### src/verilog/ucrd_consts.vh
// Offsets, bank values and field positions of the channel register decoder
`ifndef UCRD_CONSTS_VH
`define UCRD_CONSTS_VH
`define UCRD_OFS_HOLD      4'h0
`define UCRD_OFS_IEN       4'h1
`define UCRD_OFS_ISTS      4'h2
`define UCRD_OFS_LCTL      4'h3
`define UCRD_OFS_MCTL      4'h4
`define UCRD_OFS_LSTS      4'h5
`define UCRD_OFS_MSTS      4'h6
`define UCRD_OFS_SCR       4'h7
`define UCRD_OFS_TXLV      4'h8
`define UCRD_OFS_RXLV      4'h9
`define UCRD_OFS_GDIR      4'ha
`define UCRD_OFS_GST       4'hb
`define UCRD_OFS_GIE       4'hc
`define UCRD_OFS_RSVD      4'hd
`define UCRD_OFS_GCTL      4'he
`define UCRD_OFS_XFC       4'hf
`define UCRD_LCTL_ENH_VAL  8'hbf
`define UCRD_LCTL_DIV_BIT  7
`define UCRD_EFN_ENH_BIT   4
`define UCRD_MCTL_LVL_BIT  2
`define UCRD_IEN_BASE_MASK 8'h0f
`define UCRD_MCTL_BASE_MASK 8'h1f
`define UCRD_FULL_MASK     8'hff
`define UCRD_RST_BYTE      8'h00
`define UCRD_RST_LCTL      8'h1d
`endif

### src/verilog/ucrd_decoder.v
// Register map and bank decoder of one serial channel
`include "ucrd_consts.vh"
module ucrd_decoder (
  // Clock and reset
  input  wire       clk_sys,
  input  wire       rst_n,
  // Host access port
  input  wire [3:0] reg_addr,
  input  wire       reg_wr,
  input  wire       reg_rd,
  input  wire [7:0] reg_wdata,
  output reg  [7:0] reg_rdata,
  // Status from the channel datapath
  input  wire [7:0] rx_holding,
  input  wire [7:0] int_status,
  input  wire [7:0] line_status,
  input  wire [7:0] modem_status,
  input  wire [7:0] tx_fifo_fill,
  input  wire [7:0] rx_fifo_fill,
  input  wire [7:0] gpio_pin_in,
  // Strobes to the channel datapath
  output reg        tx_holding_wr,
  output reg  [7:0] tx_holding,
  output reg        fifo_control_wr,
  output reg  [7:0] fifo_control,
  output reg        rx_holding_rd,
  output reg        int_status_rd,
  output reg        line_status_rd,
  output reg        modem_status_rd,
  // Register contents to the channel datapath
  output wire [7:0] baud_div_low,
  output wire [7:0] baud_div_high,
  output wire [7:0] baud_div_frac,
  output wire [7:0] int_enable,
  output wire [7:0] enhanced_function,
  output wire [7:0] line_control,
  output wire [7:0] modem_control,
  output wire [7:0] flow_start_char1,
  output wire [7:0] flow_start_char2,
  output wire [7:0] flow_stop_char1,
  output wire [7:0] flow_stop_char2,
  output wire [7:0] halt_resume_levels,
  output wire [7:0] trigger_levels,
  output wire [7:0] scratch_pad,
  output wire [7:0] gpio_direction,
  output wire [7:0] gpio_pin_state,
  output wire [7:0] gpio_int_enable,
  output wire [7:0] gpio_control,
  output wire [7:0] extra_features_control
);

  // ==========================================================
  // Helpers
  // Divisor latch select bit of a line control value
  function div_latch;
    input [7:0] lc;
    begin
      div_latch = lc[`UCRD_LCTL_DIV_BIT];
    end
  endfunction

  // Passes the full byte when enhanced functions are on, else the base bits
  function [7:0] enh_gate;
    input [7:0] val;
    input [7:0] base;
    input       on;
    begin
      if (on)
        enh_gate = val & `UCRD_FULL_MASK;
      else
        enh_gate = val & base;
    end
  endfunction

  // ==========================================================
  // Storage
  reg [7:0] div_lo_q;
  reg [7:0] div_hi_q;
  reg [7:0] div_frac_q;
  reg [7:0] int_en_q;
  reg [7:0] enh_fn_q;
  reg [7:0] line_ctl_q;
  reg [7:0] modem_ctl_q;
  reg [7:0] xon1_q;
  reg [7:0] xon2_q;
  reg [7:0] xoff1_q;
  reg [7:0] xoff2_q;
  reg [7:0] halt_lvl_q;
  reg [7:0] trig_lvl_q;
  reg [7:0] scratch_q;
  reg [7:0] gdir_q;
  reg [7:0] gst_q;
  reg [7:0] gie_q;
  reg [7:0] gctl_q;
  reg [7:0] xfc_q;

  // ==========================================================
  // Bank selection
  wire       enh_bank;
  wire       div_sel;
  wire       div_bit;
  wire       enh_on;
  wire       lvl_sel;
  wire       rd_ok;

  assign enh_bank = (line_ctl_q == `UCRD_LCTL_ENH_VAL);
  assign div_bit  = div_latch(line_ctl_q);
  // Bank 0xbf has bit 7 set, so it must win over the divisor bank
  assign div_sel  = div_bit & ~enh_bank;
  assign enh_on   = enh_fn_q[`UCRD_EFN_ENH_BIT];
  // Offsets 6 and 7 show the level registers when both enable bits set, outside bank 0xbf
  assign lvl_sel  = enh_on & modem_ctl_q[`UCRD_MCTL_LVL_BIT];
  // A read that collides with a write is dropped
  assign rd_ok    = reg_rd & ~reg_wr;

  // ==========================================================
  // Write decode
  always @(posedge clk_sys) begin
    if (!rst_n) begin
      div_lo_q    <= `UCRD_RST_BYTE;
      div_hi_q    <= `UCRD_RST_BYTE;
      div_frac_q  <= `UCRD_RST_BYTE;
      int_en_q    <= `UCRD_RST_BYTE;
      enh_fn_q    <= `UCRD_RST_BYTE;
      line_ctl_q  <= `UCRD_RST_LCTL;
      modem_ctl_q <= `UCRD_RST_BYTE;
      xon1_q  <= `UCRD_RST_BYTE;
      xon2_q  <= `UCRD_RST_BYTE;
      xoff1_q <= `UCRD_RST_BYTE;
      xoff2_q <= `UCRD_RST_BYTE;
      halt_lvl_q <= `UCRD_RST_BYTE;
      trig_lvl_q <= `UCRD_RST_BYTE;
      scratch_q  <= `UCRD_RST_BYTE;
      gdir_q  <= `UCRD_RST_BYTE;
      gst_q   <= `UCRD_RST_BYTE;
      gie_q   <= `UCRD_RST_BYTE;
      gctl_q  <= `UCRD_RST_BYTE;
      xfc_q   <= `UCRD_RST_BYTE;
      tx_holding_wr   <= 1'b0;
      tx_holding      <= `UCRD_RST_BYTE;
      fifo_control_wr <= 1'b0;
      fifo_control    <= `UCRD_RST_BYTE;
    end else begin
      tx_holding_wr   <= 1'b0;
      fifo_control_wr <= 1'b0;
      if (reg_wr) begin
        case (reg_addr)
          `UCRD_OFS_HOLD: begin
            if (div_sel) begin
              div_lo_q <= reg_wdata;
            end else if (!div_bit) begin
              tx_holding_wr <= 1'b1;
              tx_holding    <= reg_wdata;
            end
          end
          `UCRD_OFS_IEN: begin
            if (div_sel) begin
              div_hi_q <= reg_wdata;
            end else begin
              int_en_q <= reg_wdata;
            end
          end
          `UCRD_OFS_ISTS: begin
            if (enh_bank) begin
              enh_fn_q <= reg_wdata;
            end else if (div_sel) begin
              // Fraction divisor is hidden until enhanced functions are on
              if (enh_on)
                div_frac_q <= reg_wdata;
            end else begin
              fifo_control_wr <= 1'b1;
              fifo_control    <= reg_wdata;
            end
          end
          `UCRD_OFS_LCTL: begin
            line_ctl_q <= reg_wdata;
          end
          `UCRD_OFS_MCTL: begin
            if (enh_bank) begin
              xon1_q <= reg_wdata;
            end else begin
              modem_ctl_q <= reg_wdata;
            end
          end
          `UCRD_OFS_LSTS: begin
            // Line status is read only outside bank 0xbf
            if (enh_bank)
              xon2_q <= reg_wdata;
          end
          `UCRD_OFS_MSTS: begin
            if (enh_bank) begin
              xoff1_q <= reg_wdata;
            end else if (lvl_sel) begin
              halt_lvl_q <= reg_wdata;
            end
          end
          `UCRD_OFS_SCR: begin
            if (enh_bank) begin
              xoff2_q <= reg_wdata;
            end else if (lvl_sel) begin
              trig_lvl_q <= reg_wdata;
            end else begin
              scratch_q <= reg_wdata;
            end
          end
          `UCRD_OFS_GDIR: gdir_q <= reg_wdata;
          `UCRD_OFS_GST: begin
            if (!div_bit)
              gst_q <= reg_wdata;
          end
          `UCRD_OFS_GIE:  gie_q  <= reg_wdata;
          `UCRD_OFS_GCTL: gctl_q <= reg_wdata;
          `UCRD_OFS_XFC:  xfc_q  <= reg_wdata;
          // Fill counts and reserved slot ignore writes
          default: ;
        endcase
      end
    end
  end

  // ==========================================================
  // Read decode
  reg [7:0] rd_d;
  reg       rx_rd_d;
  reg       ists_rd_d;
  reg       lsts_rd_d;
  reg       msts_rd_d;
  always @* begin
    rd_d      = 8'h00;
    rx_rd_d   = 1'b0;
    ists_rd_d = 1'b0;
    lsts_rd_d = 1'b0;
    msts_rd_d = 1'b0;
    case (reg_addr)
      `UCRD_OFS_HOLD: begin
        if (div_sel) begin
          rd_d = div_lo_q;
        end else if (!div_bit) begin
          rd_d    = rx_holding;
          rx_rd_d = 1'b1;
        end
      end
      `UCRD_OFS_IEN: begin
        if (div_sel) begin
          rd_d = div_hi_q;
        end else begin
          rd_d = enh_gate(int_en_q, `UCRD_IEN_BASE_MASK, enh_on);
        end
      end
      `UCRD_OFS_ISTS: begin
        if (enh_bank) begin
          rd_d = enh_fn_q;
        end else if (div_sel) begin
          if (enh_on)
            rd_d = div_frac_q;
        end else begin
          rd_d      = int_status;
          ists_rd_d = 1'b1;
        end
      end
      `UCRD_OFS_LCTL: begin
        rd_d = line_ctl_q;
      end
      `UCRD_OFS_MCTL: begin
        if (enh_bank) begin
          rd_d = xon1_q;
        end else begin
          rd_d = modem_ctl_q;
        end
      end
      `UCRD_OFS_LSTS: begin
        if (enh_bank) begin
          rd_d = xon2_q;
        end else begin
          rd_d      = line_status;
          lsts_rd_d = 1'b1;
        end
      end
      `UCRD_OFS_MSTS: begin
        if (enh_bank) begin
          rd_d = xoff1_q;
        end else if (lvl_sel) begin
          rd_d = halt_lvl_q;
        end else begin
          rd_d      = modem_status;
          msts_rd_d = 1'b1;
        end
      end
      `UCRD_OFS_SCR: begin
        if (enh_bank) begin
          rd_d = xoff2_q;
        end else if (lvl_sel) begin
          rd_d = trig_lvl_q;
        end else begin
          rd_d = scratch_q;
        end
      end
      `UCRD_OFS_TXLV: rd_d = tx_fifo_fill;
      `UCRD_OFS_RXLV: rd_d = rx_fifo_fill;
      `UCRD_OFS_GDIR: rd_d = gdir_q;
      `UCRD_OFS_GST: begin
        // Input pins show their level, output pins the written value
        if (!div_bit)
          rd_d = (gpio_pin_in & ~gdir_q) | (gst_q & gdir_q);
      end
      `UCRD_OFS_GIE:  rd_d = gie_q;
      `UCRD_OFS_GCTL: rd_d = gctl_q;
      `UCRD_OFS_XFC:  rd_d = xfc_q;
      default: rd_d = 8'h00;
    endcase
  end

  // Read data registered; side-effect strobes pulse one cycle
  always @(posedge clk_sys) begin
    if (!rst_n) begin
      reg_rdata       <= 8'h00;
      rx_holding_rd   <= 1'b0;
      int_status_rd   <= 1'b0;
      line_status_rd  <= 1'b0;
      modem_status_rd <= 1'b0;
    end else begin
      if (rd_ok)
        reg_rdata <= rd_d;
      rx_holding_rd   <= rd_ok & rx_rd_d;
      int_status_rd   <= rd_ok & ists_rd_d;
      line_status_rd  <= rd_ok & lsts_rd_d;
      modem_status_rd <= rd_ok & msts_rd_d;
    end
  end

  // ==========================================================
  // Register outputs
  // Enhanced bits stay stored but act as zero until enabled
  assign int_enable    = enh_gate(int_en_q, `UCRD_IEN_BASE_MASK, enh_on);
  assign modem_control = enh_gate(modem_ctl_q, `UCRD_MCTL_BASE_MASK,
                                  enh_on);
  assign baud_div_low       = div_lo_q;
  assign baud_div_high      = div_hi_q;
  assign baud_div_frac      = div_frac_q;
  assign enhanced_function  = enh_fn_q;
  assign line_control       = line_ctl_q;
  assign flow_start_char1   = xon1_q;
  assign flow_start_char2   = xon2_q;
  assign flow_stop_char1    = xoff1_q;
  assign flow_stop_char2    = xoff2_q;
  assign halt_resume_levels = halt_lvl_q;
  assign trigger_levels     = trig_lvl_q;
  assign scratch_pad        = scratch_q;
  assign gpio_direction     = gdir_q;
  assign gpio_pin_state     = gst_q;
  assign gpio_int_enable    = gie_q;
  assign gpio_control       = gctl_q;
  assign extra_features_control = xfc_q;

endmodule // ucrd_decoder

### config.mk
export PLATFORM = sky130hd
export DESIGN_NAME = ucrd_decoder
export DESIGN_NICKNAME = d
export VERILOG_FILES = /design/src/verilog/ucrd_decoder.v
export VERILOG_INCLUDE_DIRS = /design/src /design/src/verilog
export SDC_FILE = /design/constraint.sdc
export NUM_CORES = 1
export LEC_CHECK = 0
export ABC_AREA = 1
export ABC_CLOCK_PERIOD_IN_PS = 1500
export BUFFER_PORTS_ARGS = -buffer_cell sky130_fd_sc_hd__buf_2
export CORE_ASPECT_RATIO = 1.2
export CORE_MARGIN = 5
export CORE_UTILIZATION = 40
export CTS_CLUSTER_DIAMETER = 200
export DETAILED_ROUTE_END_ITERATION = 6
export PLACE_DENSITY = 0.67
export SKIP_LAST_GASP = 1
export SYNTH_ARGS = -nofsm -noshare
export SYNTH_HDL_FRONTEND = slang
export SYNTH_SLANG_ARGS = --single-unit
### constraint.sdc
create_clock -name clk_sys -period 1.5 [get_ports clk_sys]
set_input_delay 0.225 -clock clk_sys [delete_from_list [all_inputs] [get_ports clk_sys]]
set_output_delay 0.225 -clock clk_sys [all_outputs]
set_load 0.1 [all_outputs]
==> flow_summary.yaml, run 1 <==
outcome:
  status: "finished, violations left"
  violations: "setup timing"
synthesis:
  netlist_instances: 1340
  synth_area_sq_um: 8690
  ys_ff_latch: 182
  syn_area_per_cell_sq_um: 6.49
  yosysTopAreaCellShare_pct: 41.9
  synthDistinctLibCells: 21
  syn-num-nets: 1412
  yosys.area.top_type: "dfxtp_1"
  ys_warn_count: 0
  ys_seq_area_share_pct: 41.9
  yosys-top-cells-area: "dfxtp_1 42%, nand2_1 12%, nor2_1 9.2%, o21ai_0 8.7%, nand3_1 8.0%"
clock_tree:
  cts-root-buf: "clkbuf_16"
  cts_buffers: 17
  clock-sinks: 182
  clk_latency_ps: 440
  htreeDepth: 4
  cts_tree: "built"
  cts_max_path_buffers: 2
  path_clk_slew_ps: 70
setup_path:
  r2r_start: "line_control[6]$_SDFFE_PN0P_"
  startpoint_type: "register"
  cpPeakStageDelay_ps: 350
  crit_start: "line_control[6]$_SDFFE_PN0P_"
  worstPathRequired_ps: 1870
  r2r-end: "reg_rdata[3]$_SDFFE_PN0P_"
  worstPathMaxFanout: 5
  reg2reg_slack_ps: -190
  cpMaxStageDelayCell: "dfxtp_4"
  worstPathCellList: "inv_2 -> nand2_2 -> nor2_4 -> buf_12 -> nand2_8 -> nand2_8 -> buf_4 -> o21ai_0 -> a21oi_2 -> nand3_2 -> nand2_1 -> a21oi_2"
  crit_arrival_ps: 2070
  rr_worst_depth: 12
  end_kind: "register"
  crit_type: "reg -> reg"
finish:
  fin_nets: 1743
  fillCellCount: 1951
  final_cell_mix: "257 x nand2_1, 186 x nor2_1, 164 x dfxtp_1"
  area.growth.synth_to_final_pct: 52.4
  utilization_pct: 61.4
  final_common_cell: "nand2_1"
  drive_gt1_share_pct: 35.9
routing:
  first_iter_violations: 1000
  vias: 10482
  drt-total-wl_microns: 36900
  drc: 0
  wl_per_cell_microns: 18.8
  final_antenna_net_count: 0
  firstDrtPassIters: 6
  via_per_inst: 5.35
global_route:
  grt_pass1_wl_microns: 53100
  antenna_found_initial: 1
  overflow: 0
  grt_max_degree: 65
  grt_pass1_vias: 9620
  grt_usage_pct: 27.9
hold_path:
  holdPathStages: 2
  worstHoldStart: "rst_n"
  hold_end: "line_control[3]$_SDFFE_PN1P_"
  hp-class: "in -> reg"
place:
  numPortBuffers: 253
  routabilityCongestion: 0.960
  hpwl_microns: 25900
power_and_ir_drop:
  leakage_nw: 6.04
  vdd_drop_max_mv: 0.811
  power_density_nw_per_um2: 825
  total_power_w: 0.0109
sta:
  post-route-period-util_pct: 113
  drv_slew: 0
  layout_min_cycle_time_ps: 1690
  max_clock_freq_mhz: 591
  worst_slack_ps: -193
  setup_violations: 69
  holdWs_ps: 152
  slew_headroom_pct: 65.5
  finalHoldViolCount: 0
  worstMarginPinSlew_ps: 521
  rsz0062_at_grt: "true"
  tns_ps: -4230
  finalClockSkew_ps: 13.8
die:
  fp.dieH_microns: 171
  dieArea_sq_um: 24800
  die_w_microns: 145
  num_io_pins: 254
  coreArea_sq_um: 21600
  rows: 59
  initial_utilization_pct: 40.3
job:
  max_cap_viol_count: 0
[kinds of logic (layout without fill, tap and decap cells)]
| logic type | count (synthesis) | in the layout | synth area share, % |
|---|---|---|---|
| AO/OA/AOI/OAI | 264 | 264 | 15.3 |
| buffers and inverters | 216 | 556 | 10.1 |
| flip-flops | 182 | 182 | 41.9 |
| other | 0 | 1 | 0 |
| AND/OR/NAND/NOR | 678 | 682 | 32.6 |
[how the worst max path moves through the flow]
| stage | end | depth (start not counted) |
|---|---|---|
| 2_1_floorplan | reg_rdata[6]$_SDFFE_PN0P_ | 9 |
| 3_3_place_gp | reg_rdata[5]$_SDFFE_PN0P_ | 10 |
| 3_5_place_dp | reg_rdata[5]$_SDFFE_PN0P_ | 10 |
| 4_1_cts | modem_control[5] | 5 |
| 5_1_grt | reg_rdata[3]$_SDFFE_PN0P_ | 12 |
| 6_report | reg_rdata[3]$_SDFFE_PN0P_ | 12 |
[where the power goes]
group	internal, W	switching [W]	total (W)
clock network	0.00249	0.00205	0.00454
logic	0.000429	0.00104	0.00147
registers	0.00487	0.0000494	0.00492
[layer usage]
layer	vias up	global-route usage, %	routed length, microns
met4	0	11.2	1440
met2	574	45.6	17500
met5	-	0	0
met3	99	6.87	3540
met1	4838	35.2	14400
li1	4971	-	-
[synth_stat cells]
library cell	count
nor3_1	4
nand3b_1	18
o21ai_1	1
nor4_1	1
inv_2	6
o21ai_0	151
a21oi_1	107
nor2_2	11
buf_6	1
inv_1	127
nand3_1	139
nand4_1	5
nand2_1	288
buf_4	10
nor2_1	212
buf_2	19
buf_1	2
o211ai_1	2
o21bai_1	3
dfxtp_1	182
clkbuf_1	51
[through the flow]
stage | std cells | area [sq um] | setup slack [ps]
global route | 1959 | 13200 | -269
global placement | 1905 | 11400 | -276
floorplan | 1340 | 8940 | -286
detailed placement | 1905 | 11400 | -275
CTS | 1946 | 12300 | -145
finish | 1959 | 13200 | -193
[critical path: cells and delay by family (launching register included)]
kind	cells	cell delay, ps
simple gates	6	440
compound gates	3	520
flops	1	350
buf+inv	3	330
[timing repair]
action,4_1_cts,5_1_grt
hold buffers,0,0
pin swaps,16,72
resized for setup,111,235
gates cloned,1,10
setup endpoints to repair,142,166
buffers inserted,8,7
[final cells by class]
| class | instances | area, sq um | area share (%) |
|---|---|---|---|
| clock inverters | 13 | 146 | 1.11 |
| clock buffers | 19 | 433 | 3.27 |
| diodes | 1 | 2.50 | 0.0189 |
| inverters | 133 | 566 | 4.27 |
| well taps | 274 | 343 | 2.59 |
| multi-input cells | 946 | 4890 | 36.9 |
| repair buffers | 391 | 3170 | 24.0 |
| flip-flops and latches | 182 | 3690 | 27.8 |
Power figures use the tool's default switching activity.
==> run 2, diff against run 1 <==
ABC_CLOCK_PERIOD_IN_PS = 2200   (was 1500)
CORE_MARGIN = 10   (was 5)
CTS_CLUSTER_SIZE = 16   (was unset)
PLACE_DENSITY = unset   (was 0.67)
clock period = 2.2 ns   (was 1.5 ns; I/O delays follow)
==> flow_summary.yaml, run 2 (synthesis results as in run 1) <==
outcome:
  status: "complete, no violations"
global_route:
  overflow: 0
  grt_max_degree: 83
  grt_pass1_wl_microns: 54600
  gr-max-usage-layer: "met2"
  grt_pass1_vias: 9341
  grt_use_met2_pct: 40.0
  use_met1_pct: 30.5
  gr-usage-met3_pct: 7.16
  antenna_found_initial: 4
  grt_usage_pct: 24.7
hold_path:
  hp-class: "in -> reg"
  holdPathStages: 3
  worstHoldStart: "rst_n"
  hold_end: "enhanced_function[7]$_SDFFE_PN0P_"
die:
  rows: 59
  coreArea_sq_um: 21600
  die_w_microns: 155
  initial_utilization_pct: 40.3
  fp.dieH_microns: 181
  dieArea_sq_um: 28000
  num_io_pins: 254
job:
  max_cap_viol_count: 0
clock_tree:
  cts_max_path_buffers: 2
  cts_tree: "built"
  clock-sinks: 182
  clk_latency_ps: 440
  htreeDepth: 4
  postCtsSetupBuffers: 0
  holdBufCountCts: 0
  cts-root-buf: "clkbuf_16"
  path_clk_slew_ps: 70
  post_cts_resized: 0
  cts_buffers: 17
power_and_ir_drop:
  leakage_nw: 5.19
  total_power_w: 0.00722
  power_density_nw_per_um2: 668
  vdd_drop_max_mv: 0.537
sta:
  drv_slew: 0
  setup_violations: 0
  worst_slack_ps: 185
  rsz0062_at_grt: "false"
  holdWs_ps: 212
  post-route-period-util_pct: 91.6
  tns_ps: 0
  finalHoldViolCount: 0
  worstMarginPinSlew_ps: 722
  finalClockSkew_ps: 13.8
  max_clock_freq_mhz: 496
  layout_min_cycle_time_ps: 2010
  slew_headroom_pct: 51.7
place:
  numPortBuffers: 253
  place_ws_ps: 225
  routabilityCongestion: 0.910
  hpwl_microns: 26200
  dpl.cell_count: 1819
setup_path:
  worst-path-buf-inv: 3
  end_kind: "output port"
  cpPeakStageDelay_ps: 420
  crit_family: "buffers and inverters"
  worstPathMaxFanout: 15
  crit_arrival_ps: 1680
  crit_type: "reg -> out"
  rr_worst_depth: 9
  reg2reg_slack_ps: 200
  cpMaxStageDelayCell: "buf_2"
  r2r_start: "line_control[1]$_SDFFE_PN0P_"
  startpoint_type: "register"
  worstPathRequired_ps: 1870
  worstPathCellList: "buf_4 -> nand2_1 -> clkinvlp_4 -> buf_2"
  r2r-end: "flow_start_char2[7]$_SDFFE_PN0P_"
finish:
  final_cell_mix: "288 x nand2_1, 252 x buf_2, 212 x nor2_1"
  drive_gt1_share_pct: 22.1
  fin_nets: 1636
  fillCellCount: 2276
  stdcell_count: 1854
  final_common_cell: "nand2_1"
  area.growth.synth_to_final_pct: 24.4
routing:
  final_antenna_net_count: 0
  first_iter_violations: 751
  vias: 9694
  firstDrtPassIters: 5
  wl_per_cell_microns: 19.4
  drc: 0
  via_per_inst: 5.23
  drt-total-wl_microns: 36000
-- run 2: changes by cell type in the layout (fill, tap and decap cells not counted), moves of 35 or more --
cell and delta:
buf_2 +106, buf_4 -101, o21ai_0 +75, clkbuf_4 -47
o21ai_1 -40, o21ai_2 -35
-- run 2: worst min-delay path: stages --
cell and delay, ps:
buf_4 150, o21ai_0 80, nor2_1 40
-- run 2: worst max-delay path by stage --
stage	cells past startpoint	from	to
6_report	4	enhanced_function[4]$_SDFFE_PN0P_	int_enable[6]
5_1_grt	9	line_control[1]$_SDFFE_PN0P_	flow_start_char2[7]$_SDFFE_PN0P_
4_1_cts	4	enhanced_function[4]$_SDFFE_PN0P_	int_enable[6]
3_5_place_dp	8	reg_addr[3]	flow_start_char1[3]$_SDFFE_PN0P_
3_3_place_gp	8	reg_addr[3]	flow_start_char1[5]$_SDFFE_PN0P_
2_1_floorplan	9	enhanced_function[4]$_SDFFE_PN0P_	reg_rdata[7]$_SDFFE_PN0P_
-- run 2: final cells by class --
type	instances	area, sq um	area share (%)
multi-input cells	942	4180	38.7
flip-flops and latches	182	3650	33.8
repair buffers	288	1540	14.3
inverters	133	507	4.69
clock buffers	19	433	4.01
well taps	274	343	3.17
clock inverters	13	141	1.31
diodes	3	7.51	0.0695
-- run 2: metrics by stage --
step | area (sq um) | util, %
2_1_floorplan | 8710 | -
5_1_grt | 10800 | 50.1
3_5_place_dp | 10200 | 47.4
6_report | 10800 | 50.1
3_3_place_gp | 10200 | 47.4
4_1_cts | 10800 | 50.1
-- run 2: metal layers --
metal,part of all wire (%),routed length (microns)
met5,0.050,18
met4,2.7,990
met3,8.7,3150
met2,47,16800
met1,42,15100
-- run 2: report_power, final --
group	total [W]	switching, W	internal [W]
Sequential	0.00336	0.0000290	0.00333
Combinational	0.000827	0.000647	0.000180
Clock	0.00304	0.00144	0.00160
==> run 3, diff against run 2 <==
BUFFER_PORTS_ARGS = -buffer_cell sky130_fd_sc_hd__clkbuf_2   (was -buffer_cell sky130_fd_sc_hd__buf_2)
RECOVER_POWER = 100   (was unset)
==> flow_summary.yaml, run 3 (synthesis results as in run 1) <==
finish:
  area.growth.synth_to_final_pct: 23.6
  final_cell_mix: "288 x nand2_1, 249 x clkbuf_2, 215 x nor2_1"
  fin_nets: 1635
  final_area_sq_um: 10700
  final_common_cell: "nand2_1"
  drive_gt1_share_pct: 20.2
  utilization_pct: 49.8
  antenna_cells: 0
place:
  place_ws_ps: 194
  routabilityCongestion: 0.942
  numPortBuffers: 253
  placed_area_sq_um: 10200
  hpwl_microns: 26500
sta:
  post-route-period-util_pct: 94.3
  worstMarginPinSlew_ps: 1180
  worst_slack_ps: 126
  finalHoldViolCount: 0
  drv_slew: 0
  setup_violations: 0
  finalClockSkew_ps: 10.8
  slew_headroom_pct: 21.8
  layout_min_cycle_time_ps: 2070
  holdWs_ps: 286
  rsz0062_at_grt: "false"
  max_clock_freq_mhz: 482
setup_path:
  r2r-end: "enhanced_function[4]$_SDFFE_PN0P_"
  crit_end: "int_enable[4]"
  worstPathRequired_ps: 1870
  startpoint_type: "register"
  worstPathMaxFanout: 15
  end_kind: "output port"
  worstPathCellList: "buf_4 -> nand2_1 -> clkinvlp_2 -> clkbuf_2"
  r2r_start: "line_control[3]$_SDFFE_PN1P_"
  reg2reg_slack_ps: 210
  crit_type: "reg -> out"
  cpPeakStageDelay_ps: 470
  crit_start: "enhanced_function[4]$_SDFFE_PN0P_"
  cpMaxStageDelayCell: "clkbuf_2"
  rr_worst_depth: 9
  crit_arrival_ps: 1740
clock_tree:
  cts_max_path_buffers: 2
  htreeDepth: 4
  cts_buffers: 17
  holdBufCountCts: 0
  clock-sinks: 182
  post_cts_resized: 0
  path_clk_slew_ps: 70
  cts_tree: "built"
  cts-root-buf: "clkbuf_16"
  clk_latency_ps: 440
  postCtsSetupBuffers: 0
die:
  num_io_pins: 254
  coreArea_sq_um: 21600
  fp.dieH_microns: 181
  initial_utilization_pct: 40.3
  rows: 59
  die_w_microns: 155
  dieArea_sq_um: 28000
job:
  max_cap_viol_count: 0
power_and_ir_drop:
  internal_power_w: 0.00505
  p_sw_share_pct: 31.0
  power_density_nw_per_um2: 680
  p_sw_w: 0.00226
  pwr-share-comb_pct: 11.3
  leakage_nw: 5.01
  power_frac_clock_pct: 42.8
  vdd_drop_max_mv: 0.527
  power_frac_seq_pct: 46.0
global_route:
  grt_usage_pct: 24.8
  gr-usage-met3_pct: 6.52
  gr-max-usage-layer: "met2"
  grt_pass1_wl_microns: 54900
  grt_pass1_vias: 9169
  use_met1_pct: 31.7
  grt_max_degree: 86
  overflow: 0
  grt_use_met2_pct: 39.1
  antenna_found_initial: 0
routing:
  wl_per_cell_microns: 19.5
  drt-total-wl_microns: 36100
  first_iter_violations: 855
  final_antenna_net_count: 0
  firstDrtPassIters: 5
  via_per_inst: 5.22
  vias: 9649
  drc: 0
outcome:
  status: "complete, no violations"
hold_path:
  hp-class: "in -> reg"
[run 3: stage by stage]
step                      instances  total power [W]  setup TNS (ps)
after global routing           1850          0.00752               0
after floorplan                1340          0.00398           -21.7
after detailed placement       1818          0.00425               0
after global placement         1818          0.00425               0
final                          1850          0.00731               0
after CTS                      1850          0.00733               0
[run 3: worst max-delay path, delay by kind of cell, from the launching register on]
| family | cells | cell delay, ps |
|---|---|---|
| buffers and inverters | 3 | 860 |
| AND/OR/NAND/NOR | 1 | 90 |
| flip-flops | 1 | 350 |
[run 3: worst min-delay path by stage]
| stage | start | to | slack [ps] | cells after the start |
|---|---|---|---|---|
| floorplan | modem_ctl_q[5]$_SDFFE_PN0P_ | modem_ctl_q[5]$_SDFFE_PN0P_ | 440 | 2 |
| global route | rst_n | enhanced_function[4]$_SDFFE_PN0P_ | 280 | 3 |
| finish | rst_n | gpio_direction[6]$_SDFFE_PN0P_ | 290 | 3 |
| CTS | rst_n | gpio_direction[6]$_SDFFE_PN0P_ | 270 | 3 |
| detailed placement | trigger_levels[7]$_SDFFE_PN0P_ | trigger_levels[7]$_SDFFE_PN0P_ | 450 | 2 |
| global placement | fifo_control[2]$_SDFFE_PN0P_ | fifo_control[2]$_SDFFE_PN0P_ | 450 | 2 |
[run 3: power groups by stage]
stage          sequential (W)  clock [W]  combinational [W]
6_report              0.00336    0.00313           0.000823
5_1_grt               0.00336    0.00328           0.000878
4_1_cts               0.00336    0.00316           0.000820
3_5_place_dp          0.00344          0           0.000817
3_3_place_gp          0.00344          0           0.000817
2_1_floorplan         0.00365          0           0.000330
[run 3: final cells by class]
type                            count  area, sq um
Multi-Input combinational cell    942         4160
Clock inverter                     15          183
Fill cell                        2317        10800
Sequential cell                   182         3640
Tap cell                          274          343
Clock buffer                       17          425
Timing Repair Buffer              287         1490
Inverter                          133          502
[run 3: routing by layer]
metal  part of all wire (%)  vias to the layer above
li1                       -                     4738
met1                     42                     4421
met2                     46                      435
met3                    9.1                       55
met4                    3.0                        0
met5                      0                        -
